===== src/inc/clock_switch_pkg.sv =====
// Shared constants for the clock source switch and oscillator control block
package clock_switch_pkg;
   // ------------------------------------------------------------
   // Register map (byte addresses)
   // ------------------------------------------------------------
   localparam logic [3:0] ADDR_CONTROL = 4'h0;
   localparam logic [3:0] ADDR_DCO_STATUS = 4'h4;
   // ------------------------------------------------------------
   // Control register fields
   // ------------------------------------------------------------
   localparam int BIT_EXT_STABLE = 0;
   localparam int BIT_EXT_ENABLE = 1;
   localparam int BIT_INT_STABLE = 2;
   localparam int BIT_INT_ENABLE = 3;
   localparam int BIT_CLOCK_SELECT = 4;
   localparam int BIT_MON_ENABLE = 5;
   localparam int BIT_MON_FLAG = 6;
   localparam int BIT_MON_IRQ_ENABLE = 7;
   localparam logic RST_INT_ENABLE = 1'b1;
   localparam logic RST_EXT_ENABLE = 1'b0;
   // ------------------------------------------------------------
   // Oscillator status register fields
   // ------------------------------------------------------------
   localparam int POS_STAGE = 0;
   localparam int POS_DIVIDER = 8;
   localparam int POS_RING_LEN = 16;
   localparam logic [7:0] RST_STAGE_CODE = 8'h80;
   localparam logic [3:0] RST_DIVIDER_CODE = 4'h0;
   localparam logic [3:0] DIVIDER_CODE_MAX = 4'h9;
   localparam logic [8:0] STEP_FINE = 9'h001;
   localparam logic [8:0] STEP_COARSE = 9'h020;
   localparam logic [4:0] RING_LEN_BASE = 5'h11;
   localparam int DIV_CNT_W = 9;
endpackage : clock_switch_pkg


===== src/hw/binary_weighted_divider.sv =====
// Binary weighted divider: passes one ring tick in two to the power of the code
`timescale 1ns/100ps
module binary_weighted_divider (
   input wire logic clk_i,
   input wire logic rst_i,
   input wire logic ring_tick_i,
   input wire logic [3:0] divider_code_i,
   output logic clock_tick_o
);
   import clock_switch_pkg::*;

   logic [3:0] code_eff;
   logic [DIV_CNT_W-1:0] mask;
   logic [DIV_CNT_W-1:0] cnt_ff;

   // Codes above the maximum behave as the maximum (divide by 512)
   assign code_eff = (divider_code_i > DIVIDER_CODE_MAX) ? DIVIDER_CODE_MAX : divider_code_i;
   assign mask = DIV_CNT_W'((10'h001 << code_eff) - 10'h001);

   always_ff @(posedge clk_i) begin
      if (rst_i) begin
         cnt_ff <= '0;
      end else if (ring_tick_i) begin
         cnt_ff <= ((cnt_ff & mask) == mask) ? '0 : cnt_ff + 1'b1;
      end
   end

   always_ff @(posedge clk_i) begin
      if (rst_i) begin
         clock_tick_o <= 1'b0;
      end else begin
         clock_tick_o <= ring_tick_i && ((cnt_ff & mask) == mask);
      end
   end
endmodule : binary_weighted_divider


===== src/hw/clock_source_switch_and_dco.sv =====
// Clock source interlocks, clock monitor control and oscillator code control
`timescale 1ns/100ps
// Overview of operation
// - Select writes switch only with both enabled, target stable
// - Refused select writes leave selection unchanged
// - Internal disable waits for external selection
// - Monitor enable needs both clocks on, stable
// - Monitor interrupt enable needs monitor enabled
// - Flag clear begins with control read
// - Inactive selected source falls back when monitor enabled, other source active
// - Select bit shows source after fallback
// - Stage and divider codes set period
// - Divider is two to code, max 512
// - Divider code step doubles or halves period
// - Divider code moves only by carry, borrow
// - Ring length 17 to 31 by twos
// - Coarse step is stage code bit five
// - Period quantization error set by step size
// - Select set means external, clear internal
// - Reset forces internal clock selection
module clock_source_switch_and_dco (
   input wire logic clk_i,
   input wire logic rst_i,
   // Wishbone classic slave
   input wire logic cyc_i,
   input wire logic stb_i,
   input wire logic we_i,
   input wire logic [3:0] adr_i,
   input wire logic [3:0] sel_i,
   input wire logic [31:0] dat_i,
   output logic [31:0] dat_o,
   output logic ack_o,
   // Clock generator status
   input wire logic int_clock_stable_i,
   input wire logic ext_clock_stable_i,
   input wire logic int_clock_inactive_i,
   input wire logic ext_clock_inactive_i,
   // Loop filter steps and ring oscillator ticks
   input wire logic loop_filter_inc_i,
   input wire logic loop_filter_dec_i,
   input wire logic loop_filter_coarse_i,
   input wire logic ring_tick_i,
   // Outputs
   output logic int_clock_enable_o,
   output logic ext_clock_enable_o,
   output logic select_external_o,
   output logic monitor_irq_o,
   output logic internal_clock_tick_o,
   output logic [7:0] dco_stage_code_o,
   output logic [3:0] dco_divider_code_o,
   output logic [4:0] ring_len_o
);
   import clock_switch_pkg::*;

   // ------------------------------------------------------------
   // State
   // ------------------------------------------------------------
   logic int_enable_ff;
   logic ext_enable_ff;
   logic select_ff;
   logic mon_enable_ff;
   logic mon_irq_enable_ff;
   logic mon_flag_ff;
   logic flag_read_armed_ff;
   logic ack_ff;
   logic [31:0] rdata_ff;
   logic irq_ff;
   logic [7:0] control_value;
   logic [31:0] dco_value;
   logic req;
   logic wr_ctrl;
   logic rd_ctrl;
   logic both_on;
   logic both_stable;
   logic sel_inactive;
   logic other_active;
   logic fallback;
   logic [7:0] wbyte;
   logic [7:0] stage_code;
   logic [3:0] divider_code;
   logic [4:0] ring_len;

   assign req = cyc_i && stb_i;
   // Writes and reads complete at the edge where the master sees ack
   assign wr_ctrl = req && ack_ff && we_i && (adr_i == ADDR_CONTROL) && sel_i[0];
   assign rd_ctrl = req && ack_ff && !we_i && (adr_i == ADDR_CONTROL);
   assign wbyte = dat_i[7:0];
   assign both_on = int_enable_ff && ext_enable_ff;
   assign both_stable = int_clock_stable_i && ext_clock_stable_i;

   // ------------------------------------------------------------
   // Clock monitor fallback
   // ------------------------------------------------------------
   assign sel_inactive = select_ff ? ext_clock_inactive_i : int_clock_inactive_i;
   assign other_active = select_ff ? !int_clock_inactive_i : !ext_clock_inactive_i;
   assign fallback = mon_enable_ff && sel_inactive && other_active;

   assign control_value = {mon_irq_enable_ff, mon_flag_ff, mon_enable_ff, select_ff,
                           int_enable_ff, int_clock_stable_i, ext_enable_ff,
                           ext_clock_stable_i};
   assign dco_value = {11'h000, ring_len, 4'h0, divider_code, stage_code};

   // ------------------------------------------------------------
   // Clock select
   // ------------------------------------------------------------
   // Interlocks use the enables as they stood before the write, so software
   // simply repeats the same write until every bit has settled
   always_ff @(posedge clk_i) begin
      if (rst_i) begin
         select_ff <= 1'b0;
      end else if (fallback) begin
         select_ff <= !select_ff;
      end else if (wr_ctrl && (wbyte[BIT_CLOCK_SELECT] != select_ff)) begin
         if (both_on && (wbyte[BIT_CLOCK_SELECT] ? ext_clock_stable_i
                                                 : int_clock_stable_i)) begin
            select_ff <= wbyte[BIT_CLOCK_SELECT];
         end
      end
   end

   // ------------------------------------------------------------
   // Generator enables
   // ------------------------------------------------------------
   always_ff @(posedge clk_i) begin
      if (rst_i) begin
         int_enable_ff <= RST_INT_ENABLE;
      end else if (wr_ctrl) begin
         if (wbyte[BIT_INT_ENABLE]) begin
            int_enable_ff <= 1'b1;
         end else if (select_ff) begin
            int_enable_ff <= 1'b0;
         end
      end
   end

   // The selected source may not be turned off under the block's feet
   always_ff @(posedge clk_i) begin
      if (rst_i) begin
         ext_enable_ff <= RST_EXT_ENABLE;
      end else if (wr_ctrl) begin
         if (wbyte[BIT_EXT_ENABLE]) begin
            ext_enable_ff <= 1'b1;
         end else if (!select_ff) begin
            ext_enable_ff <= 1'b0;
         end
      end
   end

   // ------------------------------------------------------------
   // Monitor enables
   // ------------------------------------------------------------
   always_ff @(posedge clk_i) begin
      if (rst_i) begin
         mon_enable_ff <= 1'b0;
      end else if (wr_ctrl) begin
         if (!wbyte[BIT_MON_ENABLE]) begin
            mon_enable_ff <= 1'b0;
         end else if (both_on && both_stable) begin
            mon_enable_ff <= 1'b1;
         end
      end
   end

   always_ff @(posedge clk_i) begin
      if (rst_i) begin
         mon_irq_enable_ff <= 1'b0;
      end else if (wr_ctrl) begin
         if (!wbyte[BIT_MON_IRQ_ENABLE]) begin
            mon_irq_enable_ff <= 1'b0;
         end else if (mon_enable_ff) begin
            mon_irq_enable_ff <= 1'b1;
         end
      end
   end

   // ------------------------------------------------------------
   // Monitor flag and its two-step clear
   // ------------------------------------------------------------
   // A read with the flag set arms the clear; the next control write completes it
   // if it writes zero to the flag bit. A bit-set or bit-clear of another bit on this register
   // writes the flag back as it was read, which is why it cannot lose the flag.
   always_ff @(posedge clk_i) begin
      if (rst_i) begin
         flag_read_armed_ff <= 1'b0;
      end else if (rd_ctrl && mon_flag_ff) begin
         flag_read_armed_ff <= 1'b1;
      end else if (wr_ctrl || !mon_flag_ff) begin
         flag_read_armed_ff <= 1'b0;
      end
   end

   always_ff @(posedge clk_i) begin
      if (rst_i) begin
         mon_flag_ff <= 1'b0;
      end else if (mon_enable_ff && (int_clock_inactive_i || ext_clock_inactive_i)) begin
         mon_flag_ff <= 1'b1; // Set wins over a clear in the same cycle
      end else if (wr_ctrl && flag_read_armed_ff && !wbyte[BIT_MON_FLAG]) begin
         mon_flag_ff <= 1'b0;
      end
   end

   always_ff @(posedge clk_i) begin
      if (rst_i) begin
         irq_ff <= 1'b0;
      end else begin
         irq_ff <= mon_flag_ff && mon_irq_enable_ff;
      end
   end

   // ------------------------------------------------------------
   // Wishbone answer: ack one cycle after the request, for one cycle
   // ------------------------------------------------------------
   always_ff @(posedge clk_i) begin
      if (rst_i) begin
         ack_ff <= 1'b0;
      end else begin
         ack_ff <= req && !ack_ff;
      end
   end

   // Unmapped addresses read as zero and ignore writes
   always_ff @(posedge clk_i) begin
      if (rst_i) begin
         rdata_ff <= 32'h0000_0000;
      end else if (req && !ack_ff && !we_i) begin
         case (adr_i)
            ADDR_CONTROL: rdata_ff <= {24'h00_0000, control_value};
            ADDR_DCO_STATUS: rdata_ff <= dco_value;
            default: rdata_ff <= 32'h0000_0000;
         endcase
      end else begin
         rdata_ff <= 32'h0000_0000;
      end
   end

   // ------------------------------------------------------------
   // Oscillator codes and divider
   // ------------------------------------------------------------
   dco_code_stepper u_stepper (
      .clk_i(clk_i),
      .rst_i(rst_i),
      .inc_i(loop_filter_inc_i),
      .dec_i(loop_filter_dec_i),
      .coarse_i(loop_filter_coarse_i),
      .stage_code_o(stage_code),
      .divider_code_o(divider_code),
      .ring_len_o(ring_len)
   );

   binary_weighted_divider u_divider (
      .clk_i(clk_i),
      .rst_i(rst_i),
      .ring_tick_i(ring_tick_i),
      .divider_code_i(divider_code),
      .clock_tick_o(internal_clock_tick_o)
   );

   assign ack_o = ack_ff;
   assign dat_o = rdata_ff;
   assign int_clock_enable_o = int_enable_ff;
   assign ext_clock_enable_o = ext_enable_ff;
   assign select_external_o = select_ff;
   assign monitor_irq_o = irq_ff;
   assign dco_stage_code_o = stage_code;
   assign dco_divider_code_o = divider_code;
   assign ring_len_o = ring_len;
endmodule : clock_source_switch_and_dco


===== src/hw/dco_code_stepper.sv =====
// Loop filter step unit: stage code arithmetic with carry into the divider code
`timescale 1ns/100ps
module dco_code_stepper (
   input wire logic clk_i,
   input wire logic rst_i,
   input wire logic inc_i,
   input wire logic dec_i,
   input wire logic coarse_i,
   output logic [7:0] stage_code_o,
   output logic [3:0] divider_code_o,
   output logic [4:0] ring_len_o
);
   import clock_switch_pkg::*;

   logic [8:0] step;
   logic [8:0] sum;
   logic [8:0] diff;

   assign step = coarse_i ? STEP_COARSE : STEP_FINE;
   assign sum = {1'b0, stage_code_o} + step;
   assign diff = {1'b0, stage_code_o} - step;

   // ------------------------------------------------------------
   // Stage and divider codes
   // ------------------------------------------------------------
   // The divider code is never stepped on its own, only through carry or borrow
   always_ff @(posedge clk_i) begin
      if (rst_i) begin
         stage_code_o <= RST_STAGE_CODE;
         divider_code_o <= RST_DIVIDER_CODE;
      end else if (inc_i && !dec_i) begin
         if (!sum[8]) begin
            stage_code_o <= sum[7:0];
         end else if (divider_code_o < DIVIDER_CODE_MAX) begin
            stage_code_o <= sum[7:0];
            divider_code_o <= divider_code_o + 4'h1;
         end else begin
            stage_code_o <= 8'hFF;
         end
      end else if (dec_i && !inc_i) begin
         if (!diff[8]) begin
            stage_code_o <= diff[7:0];
         end else if (divider_code_o != 4'h0) begin
            stage_code_o <= diff[7:0];
            divider_code_o <= divider_code_o - 4'h1;
         end else begin
            stage_code_o <= 8'h00;
         end
      end
   end

   // Ring length: 17 stage delays plus two per step of the top three bits
   always_ff @(posedge clk_i) begin
      if (rst_i) begin
         ring_len_o <= RING_LEN_BASE + {1'b0, RST_STAGE_CODE[7:5], 1'b0};
      end else begin
         ring_len_o <= RING_LEN_BASE + {1'b0, stage_code_o[7:5], 1'b0};
      end
   end
endmodule : dco_code_stepper


===== config.mk =====
export PLATFORM = sky130hd
export DESIGN_NAME = clock_source_switch_and_dco
export DESIGN_NICKNAME = d
export VERILOG_FILES = /design/src/inc/clock_switch_pkg.sv /design/src/hw/binary_weighted_divider.sv /design/src/hw/clock_source_switch_and_dco.sv /design/src/hw/dco_code_stepper.sv
export SDC_FILE = /design/constraint.sdc
export NUM_CORES = 1
export LEC_CHECK = 0
export BUFFER_PORTS_ARGS = -buffer_cell sky130_fd_sc_hd__buf_2
export CORE_UTILIZATION = 49
export CTS_CLUSTER_DIAMETER = 100
export DETAILED_ROUTE_END_ITERATION = 10
export GPL_TIMING_DRIVEN = 0
export PLACE_DENSITY_LB_ADDON = 0.1
export SLEW_MARGIN = 15
export SYNTH_ARGS = -nofsm -noshare
export SYNTH_HDL_FRONTEND = slang
export SYNTH_SLANG_ARGS = --single-unit

===== constraint.sdc =====
create_clock -name clk_i -period 3.4 [get_ports clk_i]
set_input_delay 0.34 -clock clk_i [delete_from_list [all_inputs] [get_ports clk_i]]
set_output_delay 0.34 -clock clk_i [all_outputs]
set_load 0.05 [all_outputs]

Word level (Yosys, flattened, before mapping)
Cells that the tools add are included.
{ "word_totals": {"regBits": 68, "input_bits": 53, "output_inout_bits": 55, "wordCells": 121} }
{ "op_classes": {"n_addsub": 7, "magnitude_cmp": 2, "n_eq_ne": 8, "n_shift": 1, "mux": 34, "n_bitwise": 2, "reduce_logical": 52} }
{ "op_table": {"columns": ["cell", "count"], "rows": [
  ["$mux W8", 6],
  ["$pmux W21 S2", 1],
  ["$mux W4", 7],
  ["$logic_and A1 B1 Y1", 24],
  ["$mux W1", 18],
  ["$reduce_bool A2 Y1", 8],
  ["$reduce_and A2 Y1", 5],
  ["$add A8 B9 Y9", 1],
  ["$add A9 B1 Y9 const B", 1],
  ["$and A9 B9 Y9", 1],
  ["$eq A9 B9 Y1", 1],
  ["$logic_not A1 Y1", 9],
  ["$mux W9", 1],
  ["$shl A1 B4 Y9 const A", 1],
  ["$sub A8 B9 Y9", 1],
  ["$sub A9 B1 Y9 const B", 1],
  ["$mux W6", 1],
  ["$ne A2 B1 Y1 const B", 3],
  ["$add A5 B4 Y5 const A", 1],
  ["$reduce_and A5 Y1", 1],
  ["$add A4 B1 Y4 const B", 1],
  ["$eq A4 B3 Y1 const B", 1],
  ["$gt A4 B4 Y1 const B", 1],
  ["$logic_not A4 Y1", 1],
  ["other kinds (8)", 10]
]} }

Logic depth before layout (Yosys ltp)
{ "logic_depth": {"ltp_word": 9, "mapped_depth": 9, "ltp_nobuf": 9} }

By module
Synthesis repeated with hierarchy kept, for this count alone.
{ "hier_totals": {"cells_unflattened": 322, "area_unflattened_um2": 2931.6} }
{ "modules_own_cells": {"columns": ["mod", "instances", "cells_per_inst", "area_each_um2", "seq_area_each_um2"], "rows": [
  ["dco_code_stepper", 1, 131, 1091.0, 300.3],
  ["clock_source_switch_and_dco", 1, 110, 1078.5, 520.5],
  ["binary_weighted_divider", 1, 81, 762.0, 200.2]
]} }

Worst setup path before layout
OpenSTA, ideal clock, no wires.
{ "synth_timing": {"kind": "reg2reg", "startpoint": "reg u_stepper.divider_code_o[0]", "endpoint": "reg u_divider.cnt_ff[3]", "setup_time_ps": 144, "t_arrival_ps": 2967, "required_ps": 3256, "slack_ps": 289, "stages_incl_launch_ff": 9, "path_buffers": 1, "synth_period_minus_slack_ps": 3111, "cell_sequence": "dfxtp_1 clkbuf_1 or4b_2 ha_1 nor2b_1 a221oi_1 o2111ai_1 nor3_1 a211oi_1"} }
{ "synth_via": {"elab_chain_cells": 7} }
{ "synth_rtl": {"columns": ["element", "line", "source"], "rows": [
  ["from (decl)", "dco_code_stepper.sv:10", "output logic [3:0] divider_code_o,"],
  ["from (signal assigned)", "dco_code_stepper.sv:36", "divider_code_o <= divider_code_o + 4'h1;"],
  ["from (signal assigned)", "dco_code_stepper.sv:45", "divider_code_o <= divider_code_o - 4'h1;"],
  ["$gt A4 B4 Y1", "binary_weighted_divider.sv:17", "assign code_eff = (divider_code_i > DIVIDER_CODE_MAX) ? DIVIDER_CODE_MAX : divider_code_i;"],
  ["$mux W4 *", "binary_weighted_divider.sv:17", null],
  ["$shl A1 B4 Y9 *", "binary_weighted_divider.sv:18", "assign mask = DIV_CNT_W'((10'h001 << code_eff) - 10'h001);"],
  ["$sub A9 B1 Y9 *", "binary_weighted_divider.sv:18", null],
  ["$and A9 B9 Y9", "binary_weighted_divider.sv:24", "cnt_ff <= ((cnt_ff & mask) == mask) ? '0 : cnt_ff + 1'b1;"],
  ["$eq A9 B9 Y1 *", "binary_weighted_divider.sv:24", null],
  ["$mux W9 *", "binary_weighted_divider.sv:24", null],
  ["to (signal assigned)", "binary_weighted_divider.sv:24", null],
  ["to (decl)", "binary_weighted_divider.sv:14", "logic [DIV_CNT_W-1:0] cnt_ff;"]
]} }
Every way passes the cells marked *; elsewhere a longest branch is shown, timed or not.
A chain may end at the register's enable or synchronous reset.

Final worst setup path
{ "layout_timing": {"startpoint": "reg u_stepper.divider_code_o[0]", "endpoint": "reg u_divider.cnt_ff[6]"} }
The elaborated chain is that of the path after synthesis.

==> results.md <==
- Status: completed
- Vias post-DR: 2647
- Aggregate global-route resource usage: 22.3%
- Core box area: 0.00554 mm2
- Clk_skew: 5.14 ps
- Die area: 0.00610 mm2
- Pin count of the biggest net entering global routing: 17
- Die H: 78.1 um
- Met1 GRT Util: 30.9%
- DPL Wire Length: 4960 um
- DRC viols: 0
- Root Driver: clkbuf_8
- Tcrit/Tclk final: 88.7%
- Initial Utilization: 51.2%
- #FFs+latches synth: 50
- CP arrival: 3180 ps
- Ys Warns: 0
- Most used DFF post-synth: dfxtp_1
- Fin. Hold Viols: 0
- Crit Path Class: reg2reg
- Clock transition at the registers of the reported paths: 90 ps
- Max Cap Viol: 0
- Synth Cell Area: 0.00284 mm2
- DRT iter0 DRCs: 170
- LEAKAGE: 0.00152 uW
- CP max FO: 10
- Relative slew slack: 56.2%
- Sequential area share after synthesis: 35.3%
- FP Rows: 27
- Worst vdd rail ir drop: 0.326 mV
- Worst skew pair latency: 310 ps
- CP startpoint kind: flop
- IO Pins: 108
- Cell Pwr Density: 413 mW/mm2
- CTS tree: yes
- Gate Count Post-Synth: 335
- Final setup vio count: 0
- Vias in the first global route: 2240
- Share of layout cells above drive strength 1: 23.9%
- Largest stage delay, worst path: 620 ps
- Final Max Slew Viols: 0
- Post-synth EDFFs: 0
- Ant diodes: 0
- HP Class: in2reg
- # Post-CTS Setup Buffers: 0
- Final Critical Period: 3010 ps
- Slowest cell on crit path: or4b_2
- Met3 usage: 4.65%
- Die Width: 78.1 um
- Clock sink count: 50
- Num CTS Buffers: 5
- First-pass GRT wire length: 10600 um
- Yosys cell types: 61
- RSZ-0062 raised after global routing: no
- Antenna viol nets, final: 0
- Initial antenna violation count: 0
- Pre-CTS WS: 170 ps
- Vias/cell: 5.40
- IO Port Bufs: 60
- CTS HTree Levels: 2
- Routed len/inst: 13.4 um
- Worst path cell trace: clkbuf_1 -> or4b_2 -> ha_1 -> nor2b_1 -> a221oi_1 -> o2111ai_1 -> nor3_2 -> a211oi_1
- Placer congestion estimate: 0.869
- Synth async-reset ratio: 0%
- Maximum buffer depth of the clock tree: 2
- First-pass DRT Iterations: 4
- P&R area growth vs syn: 19.9%
- Total grt overflow: 0
- Worst Setup End Kind: flop
- Required time at the worst-slack endpoint: 3570 ps
- Worst-Margin Slew: 652 ps
- Maximum clock rate: 332 MHz
- Final #Nets: 483
- GRT met2 Usage: 34.4%
- Final wirelength: 6570 um
- GRT Max-Usage Layer: met2
- PnR worst setup slack: 385 ps
- Setup TNS: 0 ps
- Synth Area per Inst: 8.47 um2
[final cells by class]
class | instances | area, um2
Buffer | 37 | 216
Clock buffer | 5 | 68.8
Clock inverter | 3 | 43.8
Fill cell | 533 | 2140
Inverter | 17 | 63.8
Multi-Input combinational cell | 246 | 1620
Sequential cell | 50 | 1000
Tap cell | 72 | 90.1
Timing Repair Buffer | 60 | 300
[worst max-delay path: cells and delay by family (launching register included)]
family,cells,cell delay [ps]
AOI/OAI and AO/OA,3,650
adders and majority gates,1,270
and+or+nand+nor,3,1180
DFF,1,410
buffers and inverters,1,370
[registers in the layout, summed over array words and instances (netlist names), 3 cells and up]
name and cells:
u_stepper.stage_code_o 8, u_stepper.ring_len_o 3, dat_o 16, u_stepper.divider_code_o 4
u_divider.cnt_ff 9
[report_power, final]
part           switching (uW)  total (uW)  internal, uW
logic                     245         363           117
clock network             203         423           221
registers                14.8         618           603
total                     463        1400           941
[stage by stage]
step | hold WS, ps | cell area (um2) | instances | utilization, % | power, uW
after floorplan | 435 | 2890 | 350 | - | 915
after global placement | 446 | 3280 | 482 | 59.3 | 986
after detailed placement | 452 | 3280 | 482 | 59.3 | 989
after CTS | 221 | 3400 | 490 | 61.3 | 1410
after global routing | 245 | 3400 | 490 | 61.4 | 1470
final | 229 | 3400 | 490 | 61.4 | 1400
[layout by cell type, fill, tap and decap left out, types with 2 or more instances in the layout]
cell type	instances
and3_1	15
nand4_1	6
o211ai_1	4
nor4_1	4
a21o_1	2
a211oi_1	8
inv_1	17
nand2_1	11
buf_4	18
a32oi_1	2
nor2b_1	6
buf_2	62
and2_1	3
o31a_1	2
o21a_1	3
nor2_1	24
mux2i_1	8
nand2b_1	6
or2_2	3
o311ai_0	2
conb_1	17
or3_1	3
a221oi_1	5
a21oi_1	16
o21ai_0	23
xnor2_1	6
nor3_1	13
dfxtp_1	50
nand3_1	8
a21boi_0	2
clkbuf_1	15
xor2_1	3
ha_1	12
clkbuf_8	5
o32ai_1	2
a31oi_1	2
[cell usage after synthesis (2+ instances only)]
master / number / share of area (%)
a211oi_1: 8 / 2.1
a21boi_0: 2 / 0.53
a21o_1: 2 / 0.53
a21oi_1: 16 / 2.8
a221oi_1: 5 / 1.5
a31oi_1: 2 / 0.44
a32oi_1: 2 / 0.62
and2_1: 3 / 0.66
and3_1: 15 / 3.3
buf_2: 2 / 0.35
buf_4: 18 / 4.8
clkbuf_1: 15 / 2.0
conb_1: 2 / 0.26
dfxtp_1: 50 / 35
ha_1: 12 / 5.3
inv_1: 17 / 2.2
mux2i_1: 8 / 2.8
nand2_1: 11 / 1.5
nand2b_1: 6 / 1.3
nand3_1: 8 / 1.4
nand4_1: 6 / 1.3
nor2_1: 24 / 3.2
nor2b_1: 6 / 1.3
nor3_1: 14 / 2.5
nor4_1: 4 / 0.88
o211ai_1: 4 / 1.1
o21a_1: 3 / 0.79
o21ai_0: 23 / 4.1
o311ai_0: 2 / 0.62
o31a_1: 2 / 0.62
o32ai_1: 2 / 0.62
or2_2: 3 / 0.66
or3_1: 3 / 0.66
xnor2_1: 6 / 1.9
xor2_1: 3 / 0.93
[path summary, 6_finish.rpt]
path | from | to | slack (ps) | cells past startpoint
hold reg to reg | ack_o$_SDFF_PP0_ | ack_o$_SDFF_PP0_ | 470 | 1
setup / recovery | u_stepper.divider_code_o[0]$_SDFFE_PP0P_ | u_divider.cnt_ff[6]$_SDFFE_PP0P_ | 390 | 8
hold / removal | rst_i | ack_o$_SDFF_PP0_ | 230 | 2
setup reg to reg | u_stepper.divider_code_o[0]$_SDFFE_PP0P_ | u_divider.cnt_ff[6]$_SDFFE_PP0P_ | 390 | 8
[routing by layer]
| layer | wire, um | vias up |
|---|---|---|
| li1 | - | 1335 |
| met1 | 3200 | 1230 |
| met2 | 2940 | 75 |
| met3 | 347 | 7 |
| met4 | 78 | 0 |
| met5 | 0 | - |
[cell families after synthesis]
kind of cell    after synthesis  share of synthesized area [%]
buf+inv                      54                           9.88
simple gates                113                           22.0
compound gates               85                           20.6
mux                           9                           3.22
flops                        50                           35.3
other cells                   2                          0.265
fa+ha+maj                    13                           6.00
xor+xnor                      9                           2.78
[timing repair]
item	4_1_cts	5_1_grt
gates resized for setup	0	1
endpoints found under the setup margin	0	7
hold buffers	0	0
(Power assumes the default switching activity.)
